### config.mk
export PLATFORM = sky130hd
export DESIGN_NAME = adc_average_and_correction
export DESIGN_NICKNAME = d
export VERILOG_FILES = /design/src/hdl/adc_average_and_correction_pkg.sv /design/src/hdl/adc_average_and_correction.sv
export SDC_FILE = /design/constraint.sdc
export NUM_CORES = 2
export LEC_CHECK = 0
export BUFFER_PORTS_ARGS = -buffer_cell sky130_fd_sc_hd__buf_2
export CAP_MARGIN = 15
export CORE_MARGIN = 5
export CORE_UTILIZATION = 40
export DETAILED_ROUTE_END_ITERATION = 7
export GPL_TIMING_DRIVEN = 0
export PLACE_DENSITY = 0.6
export SLEW_MARGIN = 25
export SYNTH_ARGS = -nofsm -noshare
export SYNTH_HDL_FRONTEND = slang
export SYNTH_SLANG_ARGS = --single-unit
### constraint.sdc
create_clock -name clock -period 18 [get_ports clock]
set_input_delay 3.6 -clock clock [delete_from_list [all_inputs] [get_ports clock]]
set_output_delay 3.6 -clock clock [all_outputs]
set_load 0.1 [all_outputs]
### src/hdl/adc_average_and_correction_pkg.sv
// constants for the converter averaging, offset, gain and trim block
package adc_average_and_correction_pkg;
    localparam logic [7:0] CONTROL_THREE_OFFSET = 8'h24;
    localparam logic [7:0] OFFSET_CORR_OFFSET   = 8'h28;
    localparam logic [7:0] PLUS_GAIN_OFFSET     = 8'h2C;
    localparam logic [7:0] MINUS_GAIN_OFFSET    = 8'h30;
    localparam logic [7:0] PLUS_TRIM_D_OFFSET   = 8'h34;
    localparam logic [7:0] PLUS_TRIM_S_OFFSET   = 8'h38;
    localparam logic [7:0] PLUS_TRIM_FOUR_OFFSET = 8'h3C;
    localparam logic [7:0] CAL_CONTROL_OFFSET   = 8'h40;

    localparam int CAL_START_BIT   = 7;
    localparam int CONTINUOUS_BIT  = 3;
    localparam int AVERAGE_EN_BIT  = 2;
    localparam int AVG_SEL_LSB     = 0;
    localparam int TRIM_DS_WIDTH   = 6;
    localparam int TRIM_FOUR_WIDTH = 10;
    localparam int GAIN_WIDTH      = 16;
    localparam int RESULT_WIDTH    = 16;

    localparam logic [15:0] GAIN_RESET      = 16'h8000;
    localparam logic [15:0] OFFSET_RESET    = 16'h0000;
    localparam logic [7:0]  CONTROL_RESET   = 8'h00;
    localparam logic [5:0]  TRIM_DS_RESET   = 6'h00;
    localparam logic [9:0]  TRIM_FOUR_RESET = 10'h000;
    localparam logic [31:0] READ_ZERO       = 32'h0000_0000;

    typedef enum logic [1:0] {IDLE, CONVERT, WAIT_RESULT} conv_state_t;

    // averaging count select to log2 of samples: 4,8,16,32
    function automatic logic [2:0] avg_shift(input logic [1:0] sel);
        avg_shift = 3'(sel) + 3'h2;
    endfunction
endpackage

### src/hdl/adc_average_and_correction.sv
// averaging, offset, gain and plus-side trim logic of a converter
`timescale 1ns/1ns
// Function
// continuous enable repeats conversions after initiation
// single mode: one conversion or set, stop
// bit 2 switches hardware averaging
// select picks 4, 8, 16, 32 samples
// averaged result is mean of samples
// offset is 16-bit two's complement value
// offset subtracted from each result
// corrected result clamped to mode limits
// plus gain: plus side or whole conversion
// plus gain unsigned, point below bit 15
// minus gain only used when differential
// minus gain 16-bit, point below 15
// software loads both gains from calibration
// trims load when calibration finishes
// calibration start clears when sequence completes
// trims d, s six bits; four ten
// software avoids rewriting trims after calibration
// reserved upper bits read as zero
module adc_average_and_correction
    import adc_average_and_correction_pkg::*;
(
    // clock and reset
    input  wire logic        clock,
    input  wire logic        reset,
    // register port
    input  wire logic [7:0]  address,
    input  wire logic [31:0] write_data,
    input  wire logic        write_strobe,
    input  wire logic        read_strobe,
    output logic [31:0]      read_data,
    // conversion trigger and mode
    input  wire logic        start_conversion,
    input  wire logic        differential_mode,
    input  wire logic        sixteen_bit_mode,
    // analog core
    output logic             core_convert,
    input  wire logic        core_done,
    input  wire logic [15:0] core_plus_sample,
    input  wire logic [15:0] core_minus_sample,
    // calibration sequencer
    input  wire logic        cal_done,
    input  wire logic [5:0]  cal_trim_d,
    input  wire logic [5:0]  cal_trim_s,
    input  wire logic [9:0]  cal_trim_four,
    output logic             cal_running,
    // result
    output logic [15:0]      result_registers,
    output logic             result_valid,
    output logic             busy
);
    logic [7:0]  control_three;
    logic [15:0] offset_correction_value;
    logic [15:0] plus_gain_factor;
    logic [15:0] minus_gain_factor;
    logic [5:0]  plus_trim_d;
    logic [5:0]  plus_trim_s;
    logic [9:0]  plus_trim_four;
    conv_state_t state;
    conv_state_t next_state;
    logic [5:0]  sample_count;
    logic [21:0] accumulator;

    // control fields
    wire logic        continuous_convert_enable;
    wire logic        averaging_enable;
    wire logic [1:0]  averaging_count_select;
    wire logic        cal_start;
    wire logic [2:0]  shift;
    wire logic [5:0]  samples_needed;
    wire logic [7:0]  control_write_value;

    // sample path
    wire logic [16:0] plus_scaled;
    wire logic [16:0] minus_scaled;
    wire logic [17:0] gained_sample;
    wire logic [21:0] sample_ext;
    wire logic [5:0]  next_sample_count;
    wire logic        last_sample;
    wire logic [21:0] total;
    wire logic [21:0] mean;
    wire logic [22:0] corrected;
    wire logic [22:0] limit_max;
    wire logic [22:0] limit_min;
    wire logic [15:0] clamped;
    wire logic        mode_ok;

    // stream control
    wire logic        sample_taken;
    wire logic        result_load;
    wire logic        stream_clear;

    // register decode
    wire logic        wr_control;
    wire logic        wr_offset;
    wire logic        wr_plus_gain;
    wire logic        wr_minus_gain;
    wire logic        wr_trim_d;
    wire logic        wr_trim_s;
    wire logic        wr_trim_four;
    wire logic        cal_load;
    wire logic [31:0] read_value;

    // sample times a 1.15 factor, fraction bits dropped
    function automatic logic [16:0] gain_scale(input logic [15:0] sample, input logic [15:0] factor);
        logic [31:0] product;
        product    = sample * factor;
        gain_scale = product[31:15];
    endfunction

    // signed saturation between two 23-bit limits
    function automatic logic [15:0] saturate(input logic [22:0] value, input logic [22:0] lo, input logic [22:0] hi);
        if ($signed(value) > $signed(hi))
            saturate = hi[15:0];
        else if ($signed(value) < $signed(lo))
            saturate = lo[15:0];
        else
            saturate = value[15:0];
    endfunction

    assign continuous_convert_enable = control_three[CONTINUOUS_BIT];
    assign averaging_enable          = control_three[AVERAGE_EN_BIT];
    assign averaging_count_select    = control_three[AVG_SEL_LSB+1:AVG_SEL_LSB];
    assign cal_start                 = control_three[CAL_START_BIT];
    assign shift                     = avg_shift(averaging_count_select);
    assign samples_needed            = averaging_enable ? 6'(6'h01 << shift) : 6'h01;
    // bits 6..4 stay zero whatever is written
    assign control_write_value       = {write_data[7], 3'h0, write_data[3:0]};

    // single-ended mode ignores the minus side
    assign plus_scaled   = gain_scale(core_plus_sample, plus_gain_factor);
    assign minus_scaled  = differential_mode ? gain_scale(core_minus_sample, minus_gain_factor) : 17'h00000;
    assign gained_sample = {1'b0, plus_scaled} - {1'b0, minus_scaled};
    assign sample_ext    = {{4{gained_sample[17]}}, gained_sample};

    assign next_sample_count = sample_count + 6'h01;
    assign last_sample       = next_sample_count == samples_needed;
    assign total             = accumulator + sample_ext;
    // arithmetic shift gives the mean; count is a power of two
    assign mean      = averaging_enable ? 22'($signed(total) >>> shift) : total;
    assign corrected = {mean[21], mean} - {{7{offset_correction_value[15]}}, offset_correction_value};

    // limits: differential signed, single-ended unsigned
    assign limit_max = differential_mode ? 23'h007FFF : 23'h00FFFF;
    assign limit_min = differential_mode ? 23'h7F8000 : 23'h000000;
    assign clamped   = saturate(corrected, limit_min, limit_max);
    // narrower modes would need their own limits; only the 16-bit scale is trimmed here
    assign mode_ok   = sixteen_bit_mode | 1'b1;

    // an aborted stream drops the sample in flight
    assign sample_taken = (state == WAIT_RESULT) && core_done && !cal_start;
    assign result_load  = sample_taken && last_sample;
    assign stream_clear = (state == IDLE) || result_load;

    // one decode per register
    assign wr_control    = write_strobe && (address == CONTROL_THREE_OFFSET);
    assign wr_offset     = write_strobe && (address == OFFSET_CORR_OFFSET);
    assign wr_plus_gain  = write_strobe && (address == PLUS_GAIN_OFFSET);
    assign wr_minus_gain = write_strobe && (address == MINUS_GAIN_OFFSET);
    assign wr_trim_d     = write_strobe && (address == PLUS_TRIM_D_OFFSET);
    assign wr_trim_s     = write_strobe && (address == PLUS_TRIM_S_OFFSET);
    assign wr_trim_four  = write_strobe && (address == PLUS_TRIM_FOUR_OFFSET);
    assign cal_load      = cal_start && cal_done;

    // read select; unmapped addresses and reserved bits read zero
    assign read_value = (address == CONTROL_THREE_OFFSET)  ? {24'h000000, control_three} :
                        (address == OFFSET_CORR_OFFSET)    ? {16'h0000, offset_correction_value} :
                        (address == PLUS_GAIN_OFFSET)      ? {16'h0000, plus_gain_factor} :
                        (address == MINUS_GAIN_OFFSET)     ? {16'h0000, minus_gain_factor} :
                        (address == PLUS_TRIM_D_OFFSET)    ? {26'h0000000, plus_trim_d} :
                        (address == PLUS_TRIM_S_OFFSET)    ? {26'h0000000, plus_trim_s} :
                        (address == PLUS_TRIM_FOUR_OFFSET) ? {22'h000000, plus_trim_four} :
                        (address == CAL_CONTROL_OFFSET)    ? {16'h0000, result_registers} :
                        READ_ZERO;

    // state machine
    always_comb
    begin
        next_state = state;
        case (state)
            IDLE:
            begin
                if (start_conversion && !cal_start)
                    next_state = CONVERT;
            end
            CONVERT:
            begin
                // setting the calibration bit aborts even a fresh request
                if (cal_start)
                    next_state = IDLE;
                else
                    next_state = WAIT_RESULT;
            end
            WAIT_RESULT:
            begin
                if (cal_start)
                    next_state = IDLE;
                else if (core_done && last_sample)
                    next_state = continuous_convert_enable ? CONVERT : IDLE;
                else if (core_done)
                    next_state = CONVERT;
            end
            default:
            begin
                next_state = IDLE;
            end
        endcase
    end

    assign core_convert = (state == CONVERT);
    assign busy         = (state != IDLE);
    assign cal_running  = cal_start;

    always_ff @(posedge clock)
    begin
        if (reset)
            state <= IDLE;
        else
            state <= next_state;
    end

    // accumulation and result
    always_ff @(posedge clock)
    begin
        if (reset)
            sample_count <= 6'h00;
        else if (stream_clear)
            sample_count <= 6'h00;
        else if (sample_taken)
            sample_count <= next_sample_count;
    end

    always_ff @(posedge clock)
    begin
        if (reset)
            accumulator <= 22'h000000;
        else if (stream_clear)
            accumulator <= 22'h000000;
        else if (sample_taken)
            accumulator <= total;
    end

    // result holds until the next set completes
    always_ff @(posedge clock)
    begin
        if (reset)
            result_registers <= 16'h0000;
        else if (result_load)
            result_registers <= mode_ok ? clamped : 16'h0000;
    end

    always_ff @(posedge clock)
    begin
        if (reset)
            result_valid <= 1'b0;
        else
            result_valid <= result_load;
    end

    // registers; calibration load wins over a same-cycle software write
    always_ff @(posedge clock)
    begin
        if (reset)
            control_three <= CONTROL_RESET;
        else
        begin
            if (wr_control)
                control_three <= control_write_value;
            if (cal_load)
                control_three[CAL_START_BIT] <= 1'b0;
        end
    end

    always_ff @(posedge clock)
    begin
        if (reset)
            offset_correction_value <= OFFSET_RESET;
        else if (wr_offset)
            offset_correction_value <= write_data[15:0];
    end

    always_ff @(posedge clock)
    begin
        if (reset)
            plus_gain_factor <= GAIN_RESET;
        else if (wr_plus_gain)
            plus_gain_factor <= write_data[15:0];
    end

    always_ff @(posedge clock)
    begin
        if (reset)
            minus_gain_factor <= GAIN_RESET;
        else if (wr_minus_gain)
            minus_gain_factor <= write_data[15:0];
    end

    // calibration hardware overwrites the trims when it finishes
    always_ff @(posedge clock)
    begin
        if (reset)
            plus_trim_d <= TRIM_DS_RESET;
        else if (cal_load)
            plus_trim_d <= cal_trim_d;
        else if (wr_trim_d)
            plus_trim_d <= write_data[5:0];
    end

    always_ff @(posedge clock)
    begin
        if (reset)
            plus_trim_s <= TRIM_DS_RESET;
        else if (cal_load)
            plus_trim_s <= cal_trim_s;
        else if (wr_trim_s)
            plus_trim_s <= write_data[5:0];
    end

    always_ff @(posedge clock)
    begin
        if (reset)
            plus_trim_four <= TRIM_FOUR_RESET;
        else if (cal_load)
            plus_trim_four <= cal_trim_four;
        else if (wr_trim_four)
            plus_trim_four <= write_data[9:0];
    end

    // read data stands one cycle only, zero otherwise
    always_ff @(posedge clock)
    begin
        if (reset)
            read_data <= READ_ZERO;
        else if (read_strobe)
            read_data <= read_value;
        else
            read_data <= READ_ZERO;
    end
endmodule

==> results.cfg <==
[outcome]
status = complete, no violations

[cells_and_area]
syn_to_final_growth_pct = 9.10
drive_gt1_share_pct = 7.03
multiInputGateArea_um2 = 20600
final_cells = 4171
seqCellArea_um2 = 2760
fillCellCount = 6585
nets = 4066
final_core_util_pct = 43.9

[sta]
rsz0062_at_grt = false
hold_viol = 0
relSlewSlack_pct = 31.1
skew_ns = 0.0138
fmax_ghz = 0.0579
slew_violations = 0
final-setup-viol-count = 0
fin_crit_sh_pct = 96.0
setup_ws_ns = 0.725
tightest_slew_ns = 1.03
period_minus_slack_ns = 17.28

[clock_tree]
clock_latency_ns = 0.45
cts-buffers-inserted = 17
htreeDepth = 4
ctsHoldBuffers = 0
cts_tree = yes
clockBufferDepth = 2
root_buffer = clkbuf_16
clkSinkCount = 138
cts-resized-gates = 0
cts_setup_buffers = 0
path_clk_slew_ns = 0.07

[die]
fp.dieW_um = 264
die_area_um2 = 69700
ios = 155
start_util_pct = 40.2
die_h_um = 264
core.rowCount = 93
core_area_um2 = 64200

[route]
drc_errors = 0
vias = 21900
drt_iter0_markers = 1746
first_pass_iters = 6
ant_nets = 0
wl_per_cell_um = 19.3
wirelength_um = 80700
vias_per_cell = 5.24

[critical_path]
reg2reg_to = result_registers[12]
crit_path_frequent_cell = fa_1
worstRegToRegCells = 58
rr_startpoint = minus_gain_factor[1]
arrival_ns = 17.58
slowest_delay_ns = 0.64
cp.required_ns = 18.30
cp_max_fo = 10
criticalPathCategory = input pin to register
crit_path_start_kind = input pin
slowest_stage = a2111oi_2
ff2ff_setup_slack_ns = 3.01
endpoint_kind = register

[hold_path]
hold_start = accumulator[10]
min_to = accumulator[10]
hold_depth = 2
hp-class = register to register

[placed_design]
portBuffers = 119
gp_congestion = 0.951
dp_hpwl_um = 67000
dp_slack_ns = -0.429
dp.cells = 4142

[synth]
synth_area_um2 = 25800
synth_seq_area_share_pct = 10.7
ys_types = 88
ys_seq_elements = 138
yosys-top-cells-area = fa_1 30%, ha_1 13%, dfxtp_1 11%
yosys.area.top_type_share_pct = 30.2
synthArstFlopShare_pct = 0
yosys-top-cells-count = 539 x nand2_1, 503 x inv_1, 389 x fa_1
yosysMostFrequentCell = nand2_1
synth_flop_cell = dfxtp_1
synth_top_area_cell = fa_1
yosysWarningCount = 0
postSynthAreaPerCell_um2 = 8.19
syn_inst = 3153
synth_edf_count = 0

[pwr]
p_leak_nw = 13.2
p_per_area_nw_per_um2 = 40.2
ir_worst_vdd_v = 0.0000755

[grt]
antenna_found_initial = 1
grt_pass1_wl_um = 126000
grt_overflow = 0
grt_max_degree = 18
grt_use_total_pct = 23.0
grt_pass1_vias = 22100

[flow_run]
drv_cap = 0
-- placed cells by master (no fill, tap or decap), types with 6 or more instances in the layout --
cell	instances
o21ai_0	57
nor2b_1	15
xnor2_1	53
a211oi_1	24
buf_2	126
or3_1	10
xor2_1	24
fa_1	389
clkbuf_2	7
o21a_1	23
a22oi_1	27
a21o_1	37
and2_1	211
inv_8	8
o31a_1	7
o21bai_1	10
mux2_2	11
conb_1	16
mux2i_1	21
a2111oi_0	6
buf_4	17
a21oi_1	177
nand3_1	48
clkbuf_16	17
inv_1	503
nor2_1	156
nand2_1	539
and3_1	13
a31oi_1	16
dfxtp_1	138
nand2b_1	11
nor3_1	50
clkbuf_1	125
a311oi_1	11
o211ai_1	6
ha_1	274
-- worst max-delay path, delay by kind of cell --
kind	cells	cell delay, ns
AOI/OAI and AO/OA	21	5.10
muxes	2	0.81
buffers and inverters	8	0.92
adders and majority gates	11	4.50
xor gates and xnor gates	4	0.69
and+or+nand+nor	13	1.94
-- cell type report --
cell class	instances	area share, %
well taps	855	3.80
inverters	503	6.70
clock inverters	15	0.617
flip-flops and latches	138	9.81
multi-input cells	2359	73.0
plain buffers	162	2.46
repair buffers	119	2.11
clock buffers	17	1.51
diodes	3	0.0267
-- where the power goes --
part	switching, mW	internal, mW	total (mW)
logic	0.300	0.158	0.458
clock network	0.173	0.188	0.361
registers	0.00466	0.307	0.312
total	0.478	0.653	1.13
-- layer usage --
metal | track usage (%) | part of all wire [%] | vias up
met3 | 5.14 | 8.3 | 153
met2 | 34.4 | 42 | 770
met5 | 0 | 0 | -
met1 | 32.6 | 45 | 10600
met4 | 8.98 | 4.7 | 0
li1 | - | - | 10300
-- metrics by stage --
step / instance area (µm²) / power (mW) / hold WS, ns / setup TNS (ns)
global placement: 27500 / 0.767 / 0.450 / -1.36
detailed placement: 27500 / 0.765 / 0.452 / -2.84
floorplan: 25900 / 0.642 / 0.441 / 0
finish: 28200 / 1.13 / 0.460 / 0
CTS: 28100 / 1.13 / 0.462 / 0
global route: 28200 / 1.19 / 0.483 / 0
-- cell families (layout without fill, tap and decap cells) --
kind of cell,Yosys count,after routing,synth area share (%)
mux,34,34,1.47
fa+ha+maj,663,663,43.4
flops,138,138,10.7
xor+xnor,79,79,2.74
buf+inv,671,816,10.0
other cells,1,19,0.0145
compound gates,474,474,12.1
simple gates,1093,1093,19.5
-- worst max-delay path by stage --
stage | startpoint | to | slack [ns] | cells past startpoint
2_1_floorplan | core_minus_sample[10] | result_registers[14] | 2.28 | 59
3_3_place_gp | core_plus_sample[10] | result_registers[12] | -0.34 | 61
4_1_cts | core_plus_sample[10] | result_registers[12] | 0.006 | 61
3_5_place_dp | core_plus_sample[10] | result_registers[12] | -0.43 | 61
6_report | core_minus_sample[5] | result_registers[12] | 0.72 | 59
5_1_grt | core_minus_sample[5] | result_registers[10] | 0.002 | 61
-- sequential cells by signal, summed over array words and instances (netlist names) --
signal,count
accumulator,22
plus_gain_factor,16
state,2
control_three,5
read_data,16
plus_trim_four,10
sample_count,6
minus_gain_factor,16
plus_trim_s,6
result_valid,1
plus_trim_d,6
offset_correction_value,16
result_registers,16
Note: power is estimated with default switching activity, not from simulation.
